===== config.mk =====
export PLATFORM = sky130hd
export DESIGN_NAME = act_timing
export DESIGN_NICKNAME = d
export VERILOG_FILES = /design/src/verilog/act_pkg.sv /design/src/verilog/act_tick_div.sv /design/src/verilog/act_timing.sv
export SDC_FILE = /design/constraint.sdc
export NUM_CORES = 1
export LEC_CHECK = 0
export ABC_AREA = 1
export BUFFER_PORTS_ARGS = -buffer_cell sky130_fd_sc_hd__buf_4
export CAP_MARGIN = 20
export CORE_AREA = 2 2 95 97
export CTS_CLUSTER_SIZE = 10
export DETAILED_ROUTE_END_ITERATION = 8
export DIE_AREA = 0 0 97 99
export PLACE_DENSITY = 0.79
export SLEW_MARGIN = 20
export SYNTH_ARGS = -nofsm -noshare
export SYNTH_HDL_FRONTEND = slang
export SYNTH_SLANG_ARGS = --single-unit

===== constraint.sdc =====
create_clock -name ref_clk_in -period 3.6 [get_ports ref_clk_in]
set_clock_uncertainty 0.2 [all_clocks]
set_input_delay 0.72 -clock ref_clk_in [delete_from_list [all_inputs] [get_ports ref_clk_in]]
set_output_delay 0.72 -clock ref_clk_in [all_outputs]
set_load 0.05 [all_outputs]

===== src/verilog/act_pkg.sv =====
// Summary of operation
// RL1: Source select bit 15 set picks internal RC clock; clear picks system clock.
// RL2: Five-bit sample time field counts sampling in conversion clock periods; ones gives 31.
// RL3: Divider codes from all ones downward are reserved; no period is promised for them.
// RL4: System-derived conversion period equals instruction cycle times divider value plus one.
// RL5: Divider one gives two instruction cycles; divider zero gives one.
// RL6: Bits 14 and 13 ignore writes and always read back zero.
package act_pkg;

  localparam int unsigned ACT_ADDR_W      = 12;
  localparam int unsigned ACT_DATA_W      = 32;
  localparam int unsigned ACT_REG_W       = 16;
  localparam int unsigned ACT_DIV_W       = 8;
  localparam int unsigned ACT_SAMC_W      = 5;

  // Register byte offsets
  localparam logic [11:0] ACT_CTRL_OFFSET = 12'h000;
  localparam logic [11:0] ACT_STAT_OFFSET = 12'h004;

  // Control register layout
  localparam int unsigned ACT_SRC_BIT     = 15;
  localparam int unsigned ACT_SAMC_LSB    = 8;
  localparam int unsigned ACT_DIV_LSB     = 0;
  localparam logic [15:0] ACT_CTRL_WMASK  = 16'h9fff;
  localparam logic [15:0] ACT_CTRL_RESET  = 16'h0000;

  // Status register layout
  localparam int unsigned ACT_STAT_SRC_BIT  = 0;
  localparam int unsigned ACT_STAT_BUSY_BIT = 1;
  localparam int unsigned ACT_STAT_CNT_LSB  = 8;

  // Write strobe lanes
  localparam int unsigned ACT_LANE_LO     = 0;
  localparam int unsigned ACT_LANE_HI     = 1;
  localparam logic [15:0] ACT_LANE_LO_MSK = 16'h00ff;
  localparam logic [15:0] ACT_LANE_HI_MSK = 16'hff00;

  // Response codes
  localparam logic [1:0]  ACT_RESP_OKAY   = 2'h0;
  localparam logic [1:0]  ACT_RESP_SLVERR = 2'h2;

  localparam logic [31:0] ACT_ZERO_WORD   = 32'h0000_0000;

endpackage : act_pkg


===== src/verilog/act_tick_div.sv =====
`timescale 1ns/1ps
module act_tick_div #(
  parameter int unsigned DIV_W = 8
) (
  // Clock and reset
  input  wire logic             ref_clk_in,
  input  wire logic             sys_rst_in,
  // Control
  input  wire logic [DIV_W-1:0] div_in,
  input  wire logic             restart_in,
  // Tick
  output logic                  tick_out
);

  typedef struct packed {
    logic [DIV_W-1:0] cnt;
    logic             tick;
  } act_div_state_t;

  act_div_state_t state;
  act_div_state_t next_state;

  // One tick every div_in plus one cycles; reserved codes just divide
  always_comb begin
    next_state = state;
    next_state.tick = 1'b0;
    if (restart_in) begin
      next_state.cnt = '0;
    end else if (state.cnt >= div_in) begin
      next_state.cnt  = '0; // RL4 RL5
      next_state.tick = 1'b1; // RL4 RL5
    end else begin
      next_state.cnt = state.cnt + 1'b1; // RL3
    end
  end

  always_ff @(posedge ref_clk_in or posedge sys_rst_in) begin
    if (sys_rst_in) begin
      state <= '0;
    end else begin
      state <= next_state;
    end
  end

  assign tick_out = state.tick;

endmodule : act_tick_div


===== src/verilog/act_timing.sv =====
// Implementation choices: the AXI4-Lite slave port and the address map.
`timescale 1ns/1ps
module act_timing
  import act_pkg::*;
(
  // Clock and reset
  input  wire logic                      ref_clk_in,
  input  wire logic                      sys_rst_in,
  // AXI4-Lite write address
  input  wire logic                      s_axi_awvalid_in,
  output logic                           s_axi_awready_out,
  input  wire logic [act_pkg::ACT_ADDR_W-1:0] s_axi_awaddr_in,
  // AXI4-Lite write data
  input  wire logic                      s_axi_wvalid_in,
  output logic                           s_axi_wready_out,
  input  wire logic [act_pkg::ACT_DATA_W-1:0] s_axi_wdata_in,
  input  wire logic [3:0]                s_axi_wstrb_in,
  // AXI4-Lite write response
  output logic                           s_axi_bvalid_out,
  input  wire logic                      s_axi_bready_in,
  output logic [1:0]                     s_axi_bresp_out,
  // AXI4-Lite read address
  input  wire logic                      s_axi_arvalid_in,
  output logic                           s_axi_arready_out,
  input  wire logic [act_pkg::ACT_ADDR_W-1:0] s_axi_araddr_in,
  // AXI4-Lite read data
  output logic                           s_axi_rvalid_out,
  input  wire logic                      s_axi_rready_in,
  output logic [act_pkg::ACT_DATA_W-1:0] s_axi_rdata_out,
  output logic [1:0]                     s_axi_rresp_out,
  // Clock sources and sampling
  input  wire logic                      rc_clk_tick_in,
  input  wire logic                      sample_start_in,
  output logic                           conv_clock_tick_out,
  output logic                           conv_clock_source_sel_out,
  output logic [act_pkg::ACT_SAMC_W-1:0] auto_sample_time_out,
  output logic [act_pkg::ACT_DIV_W-1:0]  conv_clock_divider_out,
  output logic                           sampling_out,
  output logic                           sample_done_out
);

  import act_pkg::*;

  typedef struct packed {
    logic [ACT_REG_W-1:0]  ctrl;
    logic                  aw_got;
    logic [ACT_ADDR_W-1:0] awaddr;
    logic                  w_got;
    logic [ACT_DATA_W-1:0] wdata;
    logic [3:0]            wstrb;
    logic                  bvalid;
    logic [1:0]            bresp;
    logic                  rvalid;
    logic [ACT_DATA_W-1:0] rdata;
    logic [1:0]            rresp;
    logic                  sampling;
    logic [ACT_SAMC_W-1:0] samp_cnt;
    logic                  samp_done;
    logic                  conv_tick;
  } act_state_t;

  act_state_t state;
  act_state_t next_state;

  logic                  sys_tick;
  logic                  div_restart;
  logic                  src_sel;
  logic [ACT_SAMC_W-1:0] samc;
  logic [ACT_DIV_W-1:0]  div;
  logic [ACT_REG_W-1:0]  wr_mask;
  logic [ACT_REG_W-1:0]  stat_word;
  logic                  aw_hs;
  logic                  w_hs;
  logic                  ar_hs;

  assign src_sel = state.ctrl[ACT_SRC_BIT];
  assign samc    = state.ctrl[ACT_SAMC_LSB +: ACT_SAMC_W];
  assign div     = state.ctrl[ACT_DIV_LSB +: ACT_DIV_W];

  // Counter restarts when any control bit changes, and is held in restart while the RC source is selected
  assign div_restart = src_sel | (next_state.ctrl != state.ctrl);

  act_tick_div #(
    .DIV_W      (ACT_DIV_W)
  ) u_div (
    .ref_clk_in (ref_clk_in),
    .sys_rst_in (sys_rst_in),
    .div_in     (div),
    .restart_in (div_restart),
    .tick_out   (sys_tick)
  );

  assign s_axi_awready_out = ~state.aw_got & ~state.bvalid;
  assign s_axi_wready_out  = ~state.w_got & ~state.bvalid;
  assign s_axi_arready_out = ~state.rvalid;
  assign aw_hs = s_axi_awvalid_in & s_axi_awready_out;
  assign w_hs  = s_axi_wvalid_in & s_axi_wready_out;
  assign ar_hs = s_axi_arvalid_in & s_axi_arready_out;

  always_comb begin
    wr_mask = ACT_CTRL_WMASK; // RL6
    if (!state.wstrb[ACT_LANE_LO]) begin
      wr_mask = wr_mask & ~ACT_LANE_LO_MSK;
    end
    if (!state.wstrb[ACT_LANE_HI]) begin
      wr_mask = wr_mask & ~ACT_LANE_HI_MSK;
    end
  end

  always_comb begin
    stat_word = '0;
    stat_word[ACT_STAT_SRC_BIT]                   = src_sel;
    stat_word[ACT_STAT_BUSY_BIT]                  = state.sampling;
    stat_word[ACT_STAT_CNT_LSB +: ACT_SAMC_W]     = state.samp_cnt;
  end

  always_comb begin
    next_state = state;
    next_state.samp_done = 1'b0;

    // Write channel: address and data in either order
    if (aw_hs) begin
      next_state.aw_got = 1'b1;
      next_state.awaddr = s_axi_awaddr_in;
    end
    if (w_hs) begin
      next_state.w_got = 1'b1;
      next_state.wdata = s_axi_wdata_in;
      next_state.wstrb = s_axi_wstrb_in;
    end
    if (state.aw_got && state.w_got) begin
      next_state.aw_got = 1'b0;
      next_state.w_got  = 1'b0;
      next_state.bvalid = 1'b1;
      if (state.awaddr == ACT_CTRL_OFFSET) begin
        next_state.ctrl  = (state.ctrl & ~wr_mask)
                         | (state.wdata[ACT_REG_W-1:0] & wr_mask); // RL6
        next_state.bresp = ACT_RESP_OKAY;
      end else if (state.awaddr == ACT_STAT_OFFSET) begin
        next_state.bresp = ACT_RESP_OKAY;
      end else begin
        next_state.bresp = ACT_RESP_SLVERR;
      end
    end
    if (state.bvalid && s_axi_bready_in) begin
      next_state.bvalid = 1'b0;
    end

    // Read channel
    if (ar_hs) begin
      next_state.rvalid = 1'b1;
      next_state.rresp  = ACT_RESP_OKAY;
      if (s_axi_araddr_in == ACT_CTRL_OFFSET) begin
        next_state.rdata = {{(ACT_DATA_W-ACT_REG_W){1'b0}},
                            state.ctrl & ACT_CTRL_WMASK}; // RL6
      end else if (s_axi_araddr_in == ACT_STAT_OFFSET) begin
        next_state.rdata = {{(ACT_DATA_W-ACT_REG_W){1'b0}}, stat_word};
      end else begin
        next_state.rdata = ACT_ZERO_WORD;
        next_state.rresp = ACT_RESP_SLVERR;
      end
    end else if (state.rvalid && s_axi_rready_in) begin
      next_state.rvalid = 1'b0;
    end

    // Conversion clock source
    if (src_sel) begin
      next_state.conv_tick = rc_clk_tick_in; // RL1
    end else begin
      next_state.conv_tick = sys_tick; // RL1 RL4
    end

    // Auto-sample window counted in conversion clock periods
    if (!state.sampling) begin
      if (sample_start_in) begin
        if (samc == '0) begin
          next_state.samp_done = 1'b1;
        end else begin
          next_state.sampling = 1'b1;
          next_state.samp_cnt = samc; // RL2
        end
      end
    end else if (state.conv_tick) begin
      next_state.samp_cnt = state.samp_cnt - 1'b1; // RL2
      if (state.samp_cnt == {{(ACT_SAMC_W-1){1'b0}}, 1'b1}) begin
        next_state.sampling  = 1'b0;
        next_state.samp_done = 1'b1;
      end
    end
  end

  always_ff @(posedge ref_clk_in or posedge sys_rst_in) begin
    if (sys_rst_in) begin
      state      <= '0;
      state.ctrl <= ACT_CTRL_RESET;
    end else begin
      state <= next_state;
    end
  end

  assign s_axi_bvalid_out          = state.bvalid;
  assign s_axi_bresp_out           = state.bresp;
  assign s_axi_rvalid_out          = state.rvalid;
  assign s_axi_rdata_out           = state.rdata;
  assign s_axi_rresp_out           = state.rresp;
  assign conv_clock_tick_out       = state.conv_tick;
  assign conv_clock_source_sel_out = src_sel;
  assign auto_sample_time_out      = samc;
  assign conv_clock_divider_out    = div;
  assign sampling_out              = state.sampling;
  assign sample_done_out           = state.samp_done;

endmodule : act_timing

==> summary.md <==
| Metric | Value |
|---|---|
| Power, Total | `2.88 mW` |
| Top delay family on crit path | `compound AO/OA/AOI/OAI gates` |
| Sequential element share of the synthesized area | `45.0%` |
| Sw Ratio | `39.1%` |
| Num CTS Buffers | `9` |
| Synth unique cells | `36` |
| Commonest non-fill, non-tap cell in the layout | `buf_4` |
| Static leakage | `2.66 nW` |
| Row count | `34` |
| Status | `completed` |
| Clock H-tree levels | `3` |
| YS warnings | `0` |
| Largest stage delay, worst path | `0.57 ns` |
| Reg2reg end | `u_div.state[7]` |
| Cells after Synth | `526` |
| First-pass GRT wire length | `15000 um` |
| CP Launch Type | `register` |
| CTS tree | `done` |
| Core Region | `8550 um2` |
| EDFF count, synth | `0` |
| Relative slew slack | `49.8%` |
| Internal power | `1.76 mW` |
| P_sw | `1.13 mW` |
| Fin. max-slew vios | `0` |
| Final Util | `58.6%` |
| Total wire length | `8790 um` |
| Setup bufs post-CTS | `0` |
| Final cell count without fillers | `695` |
| Pin count of the biggest net entering global routing | `46` |
| Gp weighted congestion | `0.836` |
| DR DRC count | `0` |
| Post-route setup TNS | `0 ns` |
| Crit. path cell count | `9` |
| Crit path DAT | `2.52 ns` |
| Hold crit path type | `reg2reg` |
| CP max-delay cell | `a21oi_1` |
| Comb pwr share | `35.2%` |
| Hold-critical path depth | `2` |
| First DRT Iteration DRCs | `172` |
| Hold-fix buffers, CTS | `0` |
| CTS Sinks | `79` |
| Die area | `9600 um2` |
| Worst skew pair latency | `0.35 ns` |
| WS Path Type | `reg2reg` |
| Reg2Reg Depth | `9` |
| Hold Fails Final Rpt | `0` |
| Post-CTS sizing | `0` |
| Number of vias per cell | `4.85` |
| FFs w/ async S/R, synth | `100%` |
| Top FF cell, synth | `dfrtp_1` |
| Max VDD drop | `0.000357 V` |
| Max Clock Freq | `0.409 GHz` |
| Port buffer count | `86` |
| # fillers | `761` |
| Crit. End Element | `register` |
| Flop-to-flop setup slack | `1.15 ns` |
| Cell area after synthesis | `4390 um2` |
| CTS clk-pin slew, worst paths | `0.08 ns` |
| Unrepaired setup endpoints after global routing | `false` |
| Crit-path max FO | `9` |
| Sequential Power Share | `43.7%` |
| Post-DP HPWL | `6640 um` |
| Crit. Startpoint | `conv_clock_divider_out[3]` |
| Pre-antenna DRT Iters | `4` |
| R2R Path Start | `conv_clock_divider_out[3]` |
| Overflow after GRT | `0` |
| Critical path capture point | `u_div.state[7]` |
| Vias | `3368` |
| Fin crit share | `68.0%` |
| Number of global-route vias before repair | `3286` |
| Post-synthesis register bit count | `79` |
| Initial antenna violation count | `0` |
| Buf+Inv Stages, Crit Path | `1` |
| Syn-to-layout area delta | `14.1%` |
| Antenna-violating nets left | `0` |
| Clk network pwr share | `21.1%` |
| Worst-margin pin slew | `0.752 ns` |
| Fin Hold WS | `0.260 ns` |
| PwrDens | `575 nW/um2` |
| Number of placed instances, taps included | `680` |
| Nets | `663` |
| CP Cell Sequence | `inv_1 -> ha_1 -> a21oi_1 -> o21ai_0 -> nand2_1 -> o211ai_1 -> a21oi_1 -> o21ai_0 -> nor2_1` |
| N_diodes | `0` |
| Commonest cells after routing, fill and taps aside | `buf_4 (87), dfrtp_1 (79), nand2_1 (76)` |
| Die Wd | `97 um` |
| Wire length per cell | `12.6 um` |
| Post-layout minimum cycle time | `2.45 ns` |
| Max_cap viols | `0` |
| Clk root buf | `clkbuf_8` |
| Max Root-Sink Buffers | `2` |
| Share of cells above drive strength 1 | `22.8%` |
| Top Ports | `127` |
| Crit path required time | `3.68 ns` |
| Final setup fails | `0` |
| Die height | `99 um` |
| Syn_area_per_cell | `8.35 um2` |
| Overall Global Routing Usage | `19.1%` |
| Initial Util | `51.3%` |
==> how the worst min path moves through the flow <==
stage,slack [ns],to,startpoint
3_3_place_gp,0.23,conv_clock_tick_out,u_div.tick_out
6_report,0.26,conv_clock_tick_out,u_div.tick_out
2_1_floorplan,0.22,conv_clock_tick_out,u_div.tick_out
3_5_place_dp,0.25,conv_clock_tick_out,u_div.tick_out
5_1_grt,0.28,conv_clock_tick_out,u_div.tick_out
4_1_cts,0.26,conv_clock_tick_out,u_div.tick_out
==> metrics by stage <==
step	cell area [um2]	setup WS, ns
5_1_grt	5010	0.900
3_5_place_dp	4830	1.24
2_1_floorplan	4460	0.657
3_3_place_gp	4830	1.28
6_report	5010	1.15
4_1_cts	5010	1.21
==> final cells by class <==
| cell class | instances | area [um2] | share of cell area (%) |
|---|---|---|---|
| sequential | 79 | 1980 | 39.5 |
| tap | 108 | 135 | 2.70 |
| multi-input combinational | 332 | 1770 | 35.3 |
| inverter | 73 | 274 | 5.47 |
| clock buffer | 12 | 165 | 3.30 |
| timing repair buffer | 88 | 673 | 13.4 |
| clock inverter | 3 | 17.5 | 0.350 |
==> logic make-up after synthesis <==
| kind of cell | after synthesis | synth area share [%] |
|---|---|---|
| AO/OA/AOI/OAI | 88 | 12.6 |
| XOR/XNOR | 1 | 0.200 |
| adder cells (fa/ha/maj) | 11 | 3.13 |
| buffers and inverters | 134 | 16.3 |
| flip-flops | 79 | 45.0 |
| multiplexers | 9 | 2.31 |
| other | 1 | 0.0854 |
| AND/OR/NAND/NOR | 203 | 20.3 |
==> metal layers <==
metal,vias up,global-route usage (%),wire length [um]
met3,8,4.11,573
met5,-,0,0
met1,1522,25.7,4080
li1,1732,-,-
met2,106,30.5,4030
met4,0,7.48,102
==> power groups by stage <==
stage / combinational (mW) / clock [mW] / sequential, mW
final: 1.01 / 0.608 / 1.26
after global placement: 0.983 / 0 / 1.27
after detailed placement: 1.01 / 0 / 1.28
after CTS: 1.02 / 0.627 / 1.26
after floorplan: 0.809 / 0 / 1.27
after global routing: 1.13 / 0.659 / 1.30
==> flip-flops by register name, indices dropped and copies added, names as in the netlist, 5 cells and up <==
| name | cells |
|---|---|
| state | 30 |
| stat_word | 5 |
| auto_sample_time_out | 5 |
| conv_clock_divider_out | 8 |
| u_div.state | 8 |
| s_axi_rdata_out | 14 |
==> synth_stat cells, types with 2 or more instances <==
library cell	count	area, um2
o31ai_1	8	60.1
or2_2	3	18.8
nor2_1	72	270
nor2_2	8	50.1
o221ai_1	8	70.1
a21oi_2	2	17.5
nor2_4	2	22.5
clkbuf_1	3	11.3
dfrtp_1	79	1980
mux2_2	9	101
nand2_1	76	285
ha_1	11	138
nand2_2	2	12.5
o21ai_0	14	70.1
buf_4	50	375
buf_1	2	7.51
inv_1	73	274
nand3_1	23	115
o211ai_1	3	22.5
o21a_1	6	45.0
nor3_1	10	50.1
a21oi_1	34	170
buf_2	3	15.0
buf_6	3	33.8
nand3_2	2	20.0
o21bai_1	9	67.6
a31oi_1	2	12.5
==> tightest hold or removal path, delay by kind of cell (launching register included) <==
| kind | cells | cell delay (ns) |
|---|---|---|
| simple gates | 2 | 0.10 |
| flops | 1 | 0.33 |
Power figures use the tool's default switching activity.
